$ cat config.mk
export PLATFORM = sky130hd
export DESIGN_NAME = hci_main
export DESIGN_NICKNAME = d
export VERILOG_FILES = /design/src/hdl/hci_pkg.sv /design/src/hdl/hci_txq.sv /design/src/hdl/hci_main.sv
export SDC_FILE = /design/constraint.sdc
export NUM_CORES = 1
export LEC_CHECK = 0
export BUFFER_PORTS_ARGS = -buffer_cell sky130_fd_sc_hd__buf_2
export CAP_MARGIN = 20
export CORE_MARGIN = 10
export CORE_UTILIZATION = 50
export CTS_BUF_LIST = sky130_fd_sc_hd__clkbuf_4 sky130_fd_sc_hd__clkbuf_8 sky130_fd_sc_hd__clkbuf_16
export CTS_CLUSTER_SIZE = 25
export DETAILED_ROUTE_END_ITERATION = 10
export GPL_TIMING_DRIVEN = 0
export HOLD_SLACK_MARGIN = 0.03
export PLACE_DENSITY = 0.7
export RECOVER_POWER = 100
export SLEW_MARGIN = 15
export SYNTH_ARGS = -nofsm -noshare
export SYNTH_HDL_FRONTEND = slang
export SYNTH_SLANG_ARGS = --single-unit
$ cat constraint.sdc
create_clock -name clk -period 13.6 [get_ports clk]
set_clock_uncertainty 0.05 [all_clocks]
set_input_delay 0.68 -clock clk [delete_from_list [all_inputs] [get_ports clk]]
set_output_delay 0.68 -clock clk [all_outputs]
set_load 0.1 [all_outputs]
$ cat src/hdl/hci_pkg.sv
// shared constants and types of the host command interpreter
package hci_pkg;

	// ----------------------------------------------------------------
	// reply queue sizing
	// ----------------------------------------------------------------
	localparam int         TXQ_DEPTH  = 16;
	localparam logic [4:0] LEN_ONE    = 5'h01;
	localparam logic [4:0] LEN_DBG    = 5'h02;
	localparam logic [4:0] LEN_VALUES = 5'h06;
	localparam logic [4:0] LEN_EXTVAL = 5'h08;
	localparam logic [4:0] LEN_CALRD  = 5'h09;
	localparam logic [4:0] LEN_INFO   = 5'h10;

	// ----------------------------------------------------------------
	// host command bytes
	// ----------------------------------------------------------------
	localparam logic [7:0] CMD_HANDSHAKE = 8'h52;
	localparam logic [7:0] CMD_EXT_HS    = 8'h72;
	localparam logic [7:0] CMD_VALUES    = 8'h56;
	localparam logic [7:0] CMD_EXT_VAL   = 8'h76;
	localparam logic [7:0] CMD_CAL_READ  = 8'h4B;
	localparam logic [7:0] CMD_CAL_WRITE = 8'h6B;
	localparam logic [7:0] CMD_RNG_READ  = 8'h47;
	localparam logic [7:0] CMD_RNG_SET   = 8'h67;
	localparam logic [7:0] CMD_INFO      = 8'h49;
	localparam logic [7:0] CMD_DBG_ON    = 8'h55;
	localparam logic [7:0] CMD_DBG_OFF   = 8'h75;
	localparam logic [7:0] CMD_SELF_CAL  = 8'h51;

	// ----------------------------------------------------------------
	// reply characters
	// ----------------------------------------------------------------
	localparam logic [7:0] CH_N    = 8'h4E;
	localparam logic [7:0] CH_ID   = 8'h5A;
	localparam logic [7:0] CH_LX   = 8'h78;
	localparam logic [7:0] CH_LY   = 8'h79;
	localparam logic [7:0] CH_LZ   = 8'h7A;
	localparam logic [7:0] CH_B    = 8'h62;
	localparam logic [7:0] CH_UX   = 8'h58;
	localparam logic [7:0] CH_UY   = 8'h59;
	localparam logic [7:0] CH_UZ   = 8'h5A;
	localparam logic [7:0] CH_C    = 8'h63;
	localparam logic [7:0] CH_Q    = 8'h51;
	localparam logic [7:0] CH_K    = 8'h4B;
	localparam logic [7:0] CH_0    = 8'h30;
	localparam logic [7:0] CH_3    = 8'h33;
	localparam logic [7:0] CH_9    = 8'h39;
	localparam logic [7:0] CH_A    = 8'h41;
	localparam logic [7:0] CH_F    = 8'h46;
	localparam logic [7:0] BTN_MASK = 8'h03;

	// ----------------------------------------------------------------
	// sequence counts and default info text
	// ----------------------------------------------------------------
	localparam logic [2:0] CAL_LAST_ARG = 3'h5;
	localparam logic [1:0] QSTEP_SEND   = 2'h3;
	localparam logic [127:0] INFO_DEFAULT = "v1.0 b000 hci \r\n";

	// ----------------------------------------------------------------
	// carriers
	// ----------------------------------------------------------------
	typedef struct packed {
		logic [7:0] x;
		logic [7:0] y;
		logic [7:0] z;
		logic [7:0] btn;
		logic [1:0] rng;
	} hci_sample_s;

	typedef struct packed {
		logic [7:0] x_zero_g_value;
		logic [7:0] x_one_g_value;
		logic [7:0] y_zero_g_value;
		logic [7:0] y_one_g_value;
		logic [7:0] z_zero_g_value;
		logic [7:0] z_one_g_value;
	} hci_cal_s;

	typedef enum logic [2:0] {
		HCI_ST_CMD     = 3'b001,
		HCI_ST_CAL_ARG = 3'b010,
		HCI_ST_RNG_ARG = 3'b100
	} hci_st_e;

endpackage

$ cat src/hdl/hci_txq.sv
// reply byte queue: loads a whole reply, sends it byte by byte
`timescale 1ns/100ps
module hci_txq import hci_pkg::*; #(
	parameter int DEPTH = TXQ_DEPTH
) (
	// clock and reset
	input  wire logic               clk,
	input  wire logic               rst,
	// load side
	input  wire logic               load,
	input  wire logic [4:0]         load_len,
	input  wire logic [DEPTH*8-1:0] load_bytes,
	// host side
	input  wire logic               tx_ready,
	output logic                    tx_valid,
	output logic [7:0]              tx_data,
	output logic                    busy
);

	typedef struct packed {
		logic [DEPTH*8-1:0] shreg;
		logic [4:0]         cnt;
		logic               vld;
	} hci_txq_s;

	hci_txq_s s_ff;
	hci_txq_s nxt_s;

	// ----------------------------------------------------------------
	// shift out, first byte in the top lane
	// ----------------------------------------------------------------
	always_comb begin
		nxt_s = s_ff;
		if (s_ff.vld && tx_ready) begin
			nxt_s.shreg = {s_ff.shreg[DEPTH*8-9:0], 8'h00};
			nxt_s.cnt   = s_ff.cnt - 5'h01;
		end
		// a load while busy is dropped; the caller never does that
		if (load && !s_ff.vld) begin
			nxt_s.shreg = load_bytes;
			nxt_s.cnt   = load_len;
		end
		nxt_s.vld = (nxt_s.cnt != 5'h00);
	end

	always_ff @(posedge clk or posedge rst) begin
		if (rst) begin
			s_ff <= '0;
		end else begin
			s_ff <= nxt_s;
		end
	end

	assign tx_valid = s_ff.vld;
	assign tx_data  = s_ff.shreg[DEPTH*8-1 -: 8];
	assign busy     = s_ff.vld;

endmodule

$ cat src/hdl/hci_main.sv
// host command interpreter of the receiver dongle
`timescale 1ns/100ps
module hci_main import hci_pkg::*; #(
	parameter logic [TXQ_DEPTH*8-1:0] INFO_TEXT = INFO_DEFAULT
) (
	// clock and reset
	input  wire logic        clk,
	input  wire logic        rst,
	// host byte stream in
	input  wire logic        rx_valid,
	input  wire logic [7:0]  rx_data,
	output logic             rx_ready,
	// host byte stream out
	input  wire logic        tx_ready,
	output logic             tx_valid,
	output logic [7:0]       tx_data,
	// radio receive side
	input  wire logic        link_up,
	input  wire logic        samp_valid,
	input  wire hci_sample_s samp_in,
	input  wire logic        conn_valid,
	input  wire hci_cal_s    conn_cal,
	input  wire logic [3:0]  conn_ch,
	// radio transmit side
	output logic             oa_cal_pend,
	output hci_cal_s         oa_cal,
	output logic             oa_rng_pend,
	output logic [1:0]       oa_rng,
	// channel and debug control
	output logic             forced_ch_en,
	output logic [3:0]       forced_ch,
	output logic             debug_en
);

	// ----------------------------------------------------------------
	// helpers
	// ----------------------------------------------------------------
	function automatic logic is_hex(input logic [7:0] c);
		return ((c >= CH_0) && (c <= CH_9)) || ((c >= CH_A) && (c <= CH_F));
	endfunction

	function automatic logic [3:0] hex_val(input logic [7:0] c);
		return (c <= CH_9) ? c[3:0] : 4'(c[3:0] + 4'h9);
	endfunction

	function automatic logic [7:0] hex_char(input logic [3:0] v);
		return (v < 4'hA) ? {4'h3, v} : 8'(CH_A + {4'h0, v} - 8'h0A);
	endfunction

	// ----------------------------------------------------------------
	// state
	// ----------------------------------------------------------------
	typedef struct packed {
		hci_st_e     st;
		logic [2:0]  argn;
		hci_cal_s    cal_wr;
		hci_cal_s    cal_rd;
		hci_sample_s samp;
		logic        dbg;
		logic        dbg_pend;
		logic [3:0]  dbg_ch;
		logic        fch_en;
		logic [3:0]  fch;
		logic        pend_cal;
		hci_cal_s    oa_cal;
		logic        pend_rng;
		logic [1:0]  oa_rng;
		logic [1:0]  qstep;
		hci_cal_s    qcal;
		logic        rdy;
	} hci_main_s;

	hci_main_s s_ff;
	hci_main_s nxt_s;

	logic                   take;
	logic                   tx_busy;
	logic                   load;
	logic [4:0]             load_len;
	logic [TXQ_DEPTH*8-1:0] load_bytes;

	assign take = rx_valid && s_ff.rdy;

	// ----------------------------------------------------------------
	// interpreter
	// ----------------------------------------------------------------
	always_comb begin
		nxt_s      = s_ff;
		load       = 1'b0;
		load_len   = 5'h00;
		load_bytes = '0;

		if (samp_valid) begin
			nxt_s.samp = samp_in;
		end
		// connect reply confirms any pending update; a new set below wins
		if (conn_valid) begin
			nxt_s.cal_rd   = conn_cal;
			nxt_s.pend_cal = 1'b0;
			nxt_s.pend_rng = 1'b0;
		end

		if (take) begin
			case (s_ff.st)
			HCI_ST_CAL_ARG: begin
				nxt_s.cal_wr = hci_cal_s'({s_ff.cal_wr[39:0], rx_data});
				nxt_s.argn   = 3'(s_ff.argn + 3'h1);
				if (s_ff.argn == CAL_LAST_ARG) begin
					nxt_s.st       = HCI_ST_CMD;
					nxt_s.argn     = 3'h0;
					nxt_s.oa_cal   = hci_cal_s'({s_ff.cal_wr[39:0], rx_data});
					nxt_s.pend_cal = 1'b1;
				end
			end
			HCI_ST_RNG_ARG: begin
				nxt_s.st = HCI_ST_CMD;
				// out-of-range argument is dropped
				if ((rx_data >= CH_0) && (rx_data <= CH_3)) begin
					nxt_s.oa_rng   = rx_data[1:0];
					nxt_s.pend_rng = 1'b1;
				end
			end
			default: begin
				case (rx_data)
				CMD_HANDSHAKE: begin
					load       = 1'b1;
					load_len   = LEN_ONE;
					load_bytes = {CH_N, {(TXQ_DEPTH-1)*8{1'b0}}};
					nxt_s.dbg      = 1'b0;
					nxt_s.dbg_pend = 1'b0;
					nxt_s.qstep    = 2'h0;
				end
				CMD_EXT_HS: begin
					load       = 1'b1;
					load_len   = LEN_ONE;
					load_bytes = {CH_ID, {(TXQ_DEPTH-1)*8{1'b0}}};
				end
				CMD_VALUES: begin
					load       = 1'b1;
					load_len   = LEN_VALUES;
					load_bytes = {CH_LX, s_ff.samp.x, CH_LY, s_ff.samp.y,
						CH_LZ, s_ff.samp.z, {(TXQ_DEPTH-6)*8{1'b0}}};
				end
				CMD_EXT_VAL: begin
					load       = 1'b1;
					load_len   = LEN_EXTVAL;
					// reserved button bits are sent as zero
					load_bytes = {CH_LX, s_ff.samp.x, CH_LY, s_ff.samp.y,
						CH_LZ, s_ff.samp.z, CH_B,
						s_ff.samp.btn & BTN_MASK,
						{(TXQ_DEPTH-8)*8{1'b0}}};
				end
				CMD_CAL_READ: begin
					load       = 1'b1;
					load_len   = LEN_CALRD;
					load_bytes = {CH_UX, s_ff.cal_rd.x_zero_g_value,
						s_ff.cal_rd.x_one_g_value,
						CH_UY, s_ff.cal_rd.y_zero_g_value,
						s_ff.cal_rd.y_one_g_value,
						CH_UZ, s_ff.cal_rd.z_zero_g_value,
						s_ff.cal_rd.z_one_g_value,
						{(TXQ_DEPTH-9)*8{1'b0}}};
				end
				CMD_CAL_WRITE: begin
					nxt_s.st   = HCI_ST_CAL_ARG;
					nxt_s.argn = 3'h0;
				end
				CMD_RNG_READ: begin
					// same code for either sensor; host maps it
					load       = 1'b1;
					load_len   = LEN_ONE;
					load_bytes = {CH_0 | {6'h00, s_ff.samp.rng},
						{(TXQ_DEPTH-1)*8{1'b0}}};
				end
				CMD_RNG_SET: begin
					nxt_s.st = HCI_ST_RNG_ARG;
				end
				CMD_INFO: begin
					load       = 1'b1;
					load_len   = LEN_INFO;
					load_bytes = INFO_TEXT;
				end
				CMD_DBG_ON: begin
					nxt_s.dbg = 1'b1;
				end
				CMD_DBG_OFF: begin
					nxt_s.dbg      = 1'b0;
					nxt_s.dbg_pend = 1'b0;
				end
				CMD_SELF_CAL: begin
					load       = 1'b1;
					load_len   = LEN_ONE;
					nxt_s.qstep = 2'(s_ff.qstep + 2'h1);
					case (s_ff.qstep)
					2'h0: begin
						nxt_s.qcal.z_one_g_value  = s_ff.samp.z;
						nxt_s.qcal.x_zero_g_value = s_ff.samp.x;
						nxt_s.qcal.y_zero_g_value = s_ff.samp.y;
						load_bytes = {CH_UX, {(TXQ_DEPTH-1)*8{1'b0}}};
					end
					2'h1: begin
						nxt_s.qcal.x_one_g_value = s_ff.samp.x;
						load_bytes = {CH_UY, {(TXQ_DEPTH-1)*8{1'b0}}};
					end
					2'h2: begin
						nxt_s.qcal.y_one_g_value = s_ff.samp.y;
						load_bytes = {CH_Q, {(TXQ_DEPTH-1)*8{1'b0}}};
					end
					default: begin
						nxt_s.oa_cal   = s_ff.qcal;
						nxt_s.pend_cal = 1'b1;
						load_bytes = {CH_K, {(TXQ_DEPTH-1)*8{1'b0}}};
					end
					endcase
				end
				default: begin
					// only before a link; radio reads it at next connect
					if (is_hex(rx_data) && !link_up) begin
						nxt_s.fch_en = 1'b1;
						nxt_s.fch    = hex_val(rx_data);
					end
				end
				endcase
			end
			endcase
		end

		// debug report of the newest connection, waits for a free queue
		if (!load && !tx_busy && s_ff.dbg_pend) begin
			load           = 1'b1;
			load_len       = LEN_DBG;
			load_bytes     = {CH_C, hex_char(s_ff.dbg_ch),
				{(TXQ_DEPTH-2)*8{1'b0}}};
			nxt_s.dbg_pend = 1'b0;
		end
		if (conn_valid && nxt_s.dbg) begin
			nxt_s.dbg_pend = 1'b1;
			nxt_s.dbg_ch   = conn_ch;
		end

		// no new byte while a reply is queued or going out
		nxt_s.rdy = !(load || tx_busy);
	end

	always_ff @(posedge clk or posedge rst) begin
		if (rst) begin
			s_ff    <= '0;
			s_ff.st <= HCI_ST_CMD;
		end else begin
			s_ff <= nxt_s;
		end
	end

	// ----------------------------------------------------------------
	// reply queue
	// ----------------------------------------------------------------
	hci_txq #(
		.DEPTH      (TXQ_DEPTH)
	) u_txq (
		.clk        (clk),
		.rst        (rst),
		.load       (load),
		.load_len   (load_len),
		.load_bytes (load_bytes),
		.tx_ready   (tx_ready),
		.tx_valid   (tx_valid),
		.tx_data    (tx_data),
		.busy       (tx_busy)
	);

	assign rx_ready     = s_ff.rdy;
	assign oa_cal_pend  = s_ff.pend_cal;
	assign oa_cal       = s_ff.oa_cal;
	assign oa_rng_pend  = s_ff.pend_rng;
	assign oa_rng       = s_ff.oa_rng;
	assign forced_ch_en = s_ff.fch_en;
	assign forced_ch    = s_ff.fch;
	assign debug_en     = s_ff.dbg;

	logic cmd_take;
	assign cmd_take = take && (s_ff.st == HCI_ST_CMD);
endmodule

==> results of run 1 <==
## cell type report
class | instances | area [sq um] | area share, %
Sequential cell | 343 | 8580 | 49.1
Multi-Input combinational cell | 763 | 5560 | 31.8
Clock buffer | 55 | 1090 | 6.26
Buffer | 150 | 828 | 4.74
Timing Repair Buffer | 161 | 762 | 4.36
Tap cell | 390 | 488 | 2.79
Inverter | 27 | 103 | 0.587
Clock inverter | 9 | 63.8 | 0.365
## synth_stat cells, drive strengths merged (13+ instances only)
cell / number / area (sq um)
mux2: 165 / 1860
a21oi: 66 / 349
dfrtp: 342 / 8560
o21ai: 29 / 160
nand2: 112 / 420
clkbuf: 43 / 161
a22oi: 64 / 480
nand3: 30 / 155
a221oi: 13 / 114
ha: 13 / 163
a22o: 28 / 245
buf: 107 / 717
nor2: 85 / 334
a221o: 39 / 390
inv: 27 / 101
## worst min-delay path by stage
stage,startpoint,to,slack [ps]
floorplan,u_txq.s_ff[117]$_DFFE_PP0P_,u_txq.s_ff[117]$_DFFE_PP0P_,390
global placement,u_txq.s_ff[109]$_DFFE_PP0P_,u_txq.s_ff[109]$_DFFE_PP0P_,400
detailed placement,u_txq.s_ff[96]$_DFFE_PP0P_,u_txq.s_ff[96]$_DFFE_PP0P_,410
CTS,rst,s_ff[171]$_DFFE_PP0P_,130
global route,conn_cal[14],s_ff[162]$_DFFE_PP0P_,330
finish,conn_ch[0],s_ff[108]$_DFFE_PP0P_,330
## cells by family after synthesis
kind of cell,synth area share (%)
compound gates,14.0
xor+xnor,0.635
fa+ha+maj,1.07
buf+inv,6.45
flops,56.5
mux,12.8
simple gates,8.42
## power groups by stage
stage	combinational, mW	sequential (mW)	clock (mW)
finish	0.288	1.11	0.953
global route	0.310	1.11	1.01
CTS	0.298	1.11	0.970
detailed placement	0.296	1.13	0
global placement	0.287	1.13	0
floorplan	0.210	1.11	0
## per-stage QoR
step / std cells / setup slack, ps / power, mW / instance area, sq um
3_5_place_dp: 1834 / 10210 / 1.42 / 16500
4_1_cts: 1898 / 10730 / 2.38 / 17700
6_report: 1898 / 6700 / 2.35 / 17500
3_3_place_gp: 1831 / -217 / 1.41 / 16500
2_1_floorplan: 1283 / 3360 / 1.32 / 15200
5_1_grt: 1898 / 5360 / 2.44 / 17500
## per-layer routing
layer / wire, um / vias to the layer above
met5: 0 / -
met4: 1540 / 0
met3: 2780 / 91
met2: 19900 / 450
met1: 17400 / 5546
li1: - / 4976
## registers in the layout (all words and copies together), names as in the netlist
register       cells
s_ff             169
u_txq.s_ff       106
oa_cal            48
u_txq.tx_data      8
forced_ch          4
oa_rng             2
debug_en           1
forced_ch_en       1
oa_cal_pend        1
oa_rng_pend        1
rx_ready           1
u_txq.busy         1
==> metrics, run 1 <==
sw power 0.640 mW; worst reg2reg path depth 7; share of cells above drive strength 1 27.3%; Die H 194 um; largest net degree at the start of global routing 107; Hold Crit Depth 2; P_int 1.71 mW; Post-Syn Nets 1397; Comb pwr share 12.2%; Startpoint Class input pin; Max H-tree Level 2; Worst EP arrival 6160 ps; DRT antenna net count 0; measured slew at the worst slew-check pin 5390 ps; WP data required 12870 ps; crit path to s_ff[245]$_DFFE_PP0P_; endpoint class of the critical path asynchronous set/reset pin; total core area 29800 sq um; Final Core Density 58.7%; Crit Path Max Fanout 98; post-CTS sizing 0; Post-CTS Setup Bufs 0; final setup fails 0; Final TNS setup 0 ps; FF-to-FF End oa_cal[4]$_DFFE_PP0P_; Synth cell types 65; Slowest cell on crit path clkbuf_1; first-pass GRT wire length 64600 um; vias 11063; clock share of power 40.5%; Seq pwr share 47.2%; WHS 333 ps; cell count along the critical path 3; synthesized cell area 15200 sq um; CTS root buffer clkbuf_16; violations in the final reports max-capacitance violations, max-slew violations; most common cell after layout, fill and taps aside dfrtp_1; GRT busiest layer met2; Fillers 2563; IO Count 169; Slew headroom -259%; Reg2Reg Setup Slack 10540 ps; worst vdd ir 0.107 mV; Worst Setup SP rst; CP Cell Sequence buf_2 -> clkinvlp_2 -> clkbuf_1; Hold Fails Final Rpt 0; Reg clk slew, reported paths 60 ps; RSZ-0062 raised after global routing no; Die Width 194 um; row cnt 63; YS warnings 0; Bufs on Longest Clock Path 3; DPL Wire Length 30300 um; Avg Vias per Cell 5.83; Num CTS Buffers 36; CTS sink count 343; sequential fraction of the synthesis area 56.5%; vias in the first global route 11125; Crit Path Category in2async; CTS Hold Bufs 0; Synth-to-Final Area Change 15.1%; RR Startpoint s_ff[49]$_DFFE_PP0P_; switching share of power 27.2%; ANT cells 0; status finished with violations; Post-synth EDFFs 0; wire length per cell 21.9 um; Period minus WS final 6900 ps; Final GP Congestion 0.904; Die ar. 37700 sq um; crit-path max cell delay 3850 ps; top cell family by delay on the critical path buffers and inverters; Pins Over Slew Limit 160; Async SR Flop Fraction 100%; Post-Syn Area per Cell 11.8 sq um; Most used DFF post-synth dfrtp_1; max-cap viol count 2; Max Freq 145 MHz; CTS tree yes; GRT met1 Usage 27.8%; flops & latches, synth 343; crit path buf inv count 3; initial antenna violation count 0; pwr dens 135 nW/um^2; # DRC 0; Pleak 8.41 nW; Final Cycle Share 50.7%; clk_lat worst skew 530 ps; commonest cells after routing, fill and taps aside dfrtp_1, mux2_2, clkbuf_1; detailed router's first-iteration violation count 1200; Total GRT Usage 21.4%; Starting Density 50.9%; GRT overflow 0; met2 GRT Util 34.6%; Mapped Cells 1283; met3 Usage GRT 4.10%; Routed WL 41600 um; Final nets 1596; worst hold path type in2reg; TritonRoute pass-1 iters 6; port bufs 158
Note: power is estimated with default switching activity, not from simulation.
==> run 2, diff against run 1 <==
==> constraint.sdc (replaced) <==
create_clock -name clk -period 6.6 [get_ports clk]
set_clock_uncertainty 0.05 [all_clocks]
set_input_delay 0.33 -clock clk [delete_from_list [all_inputs] [get_ports clk]]
set_output_delay 0.33 -clock clk [all_outputs]
set_load 0.1 [all_outputs]
==> run 2 against run 1 <==
Against the previous run: the flow still finishes with violations (max-capacitance violations, max-slew violations); setup slack lost 3800 ps; critical path depth rose by 2; routed wire length up 5.0%; largest power group unchanged; global-route usage is 1.2 points higher.
==> metrics, run 2 (synthesis results as in run 1) <==
port bufs 158; Max Freq 269 MHz; post-route cell area 18200 sq um; share of cells above drive strength 1 25.9%; Avg Vias per Cell 5.84; Worst EP arrival 3930 ps; WP data required 6810 ps; most common cell after layout, fill and taps aside dfrtp_1; initial antenna violation count 0; Starting Density 50.9%; Post-CTS Setup Bufs 0; WHS 38.3 ps; clk_lat worst skew 530 ps; Reg clk slew, reported paths 60 ps; Hold Fails Final Rpt 0; Die Width 194 um; Max H-tree Level 2; Pleak 8.70 nW; Num CTS Buffers 36; RSZ-0062 raised after global routing no; Final Core Density 61.1%; Die ar. 37700 sq um; CTS tree yes; violations in the final reports max-capacitance violations, max-slew violations; Crit Path Max Fanout 37; IO Count 169; # DRC 0; Pins Over Slew Limit 247; CTS Hold Bufs 72; worst hold path type in2reg; Slew headroom -34.6%; Startpoint Class input pin; endpoint class of the critical path asynchronous set/reset pin; DPL Wire Length 30800 um; Place WS 3580 ps; Tot Pwr 4.88 mW; post-CTS sizing 0; measured slew at the worst slew-check pin 2020 ps; row cnt 63; Final Cycle Share 56.4%; total core area 29800 sq um; max reg flops 169; Bufs on Longest Clock Path 3; max-cap viol count 7; detailed router's first-iteration violation count 1089; pwr dens 268 nW/um^2; Routed WL 43700 um; commonest cells after routing, fill and taps aside dfrtp_1, mux2_2, clkbuf_1; Synth-to-Final Area Change 19.9%; DRT antenna net count 0; Die H 194 um; GRT overflow 0; Final GP Congestion 0.912; Final WS setup 2880 ps; Crit Path Category in2async; Total GRT Usage 22.5%; largest net degree at the start of global routing 38; final setup fails 0; wire length per cell 22.1 um; vias 11539; placed cell area 16700 sq um; status finished with violations; Period minus WS final 3720 ps; Biggest register s_ff; worst vdd ir 0.202 mV; first-pass GRT wire length 68500 um; Final nets 1675; CTS root buffer clkbuf_16; CTS sink count 343; TritonRoute pass-1 iters 6; vias in the first global route 11906
-- run 2: cell types whose count changed in the layout (fill, tap and decap cells not counted) --
cell / previous run / this run
diode_2: 0 / 1
dlygate4sd3_1: 0 / 72
clkbuf_4: 11 / 7
clkinv_4: 1 / 0
buf_16: 2 / 0
clkbuf_1: 137 / 143
clkinv_2: 6 / 5
clkinvlp_4: 0 / 3
buf_12: 0 / 3
-- run 2: layer usage --
metal / vias up / track usage, % / routed length (um)
met1: 5808 / 29.4 / 18300
li1: 5129 / - / -
met3: 104 / 3.96 / 2850
met4: 0 / 9.20 / 1750
met2: 498 / 36.5 / 20800
met5: - / 0 / 0
-- run 2: worst paths after layout --
path	start	endpoint	slack (ps)	cells after the start
worst max register to register	s_ff[248]$_DFFE_PP0P_	u_txq.s_ff[92]$_DFFE_PP0P_	3540	9
worst min register to register	u_txq.s_ff[68]$_DFFE_PP0P_	u_txq.s_ff[68]$_DFFE_PP0P_	420	2
worst max-delay path	rst	u_txq.s_ff[27]$_DFFE_PP0P_	2880	5
worst min-delay path	samp_in[1]	s_ff[115]$_DFFE_PP0P_	40	2
min in group asynchronous	rst	s_ff[179]$_DFFE_PP0P_	200	3
max in group clk	rx_data[0]	u_txq.s_ff[92]$_DFFE_PP0P_	3140	12
-- run 2: power breakdown --
group / internal (mW) / leakage [nW] / switching [mW]
clock network: 1.13 / 0.565 / 0.829
logic: 0.211 / 3.60 / 0.421
registers: 2.19 / 4.53 / 0.0943
-- run 2: final cells by class --
cell class	instances	area, sq um
repair buffers	240	1510
clock inverters	10	72.6
clock buffers	51	1060
multi-input cells	763	5560
inverters	27	103
diodes	1	2.50
well taps	390	488
fillers	2432	11600
flip-flops and latches	343	8580
plain buffers	150	828
-- run 2: through the flow --
step / std cells / TNS (ps)
6_report: 1975 / 0
5_1_grt: 1974 / 0
2_1_floorplan: 1283 / 0
3_3_place_gp: 1831 / -95620
4_1_cts: 1974 / 0
3_5_place_dp: 1841 / 0
-- run 2: worst max-delay path: stages --
cell	delay (ps)
dlygate4sd3_1	530
buf_2	120
clkinvlp_2	130
clkbuf_1	1350
clkbuf_1	1450
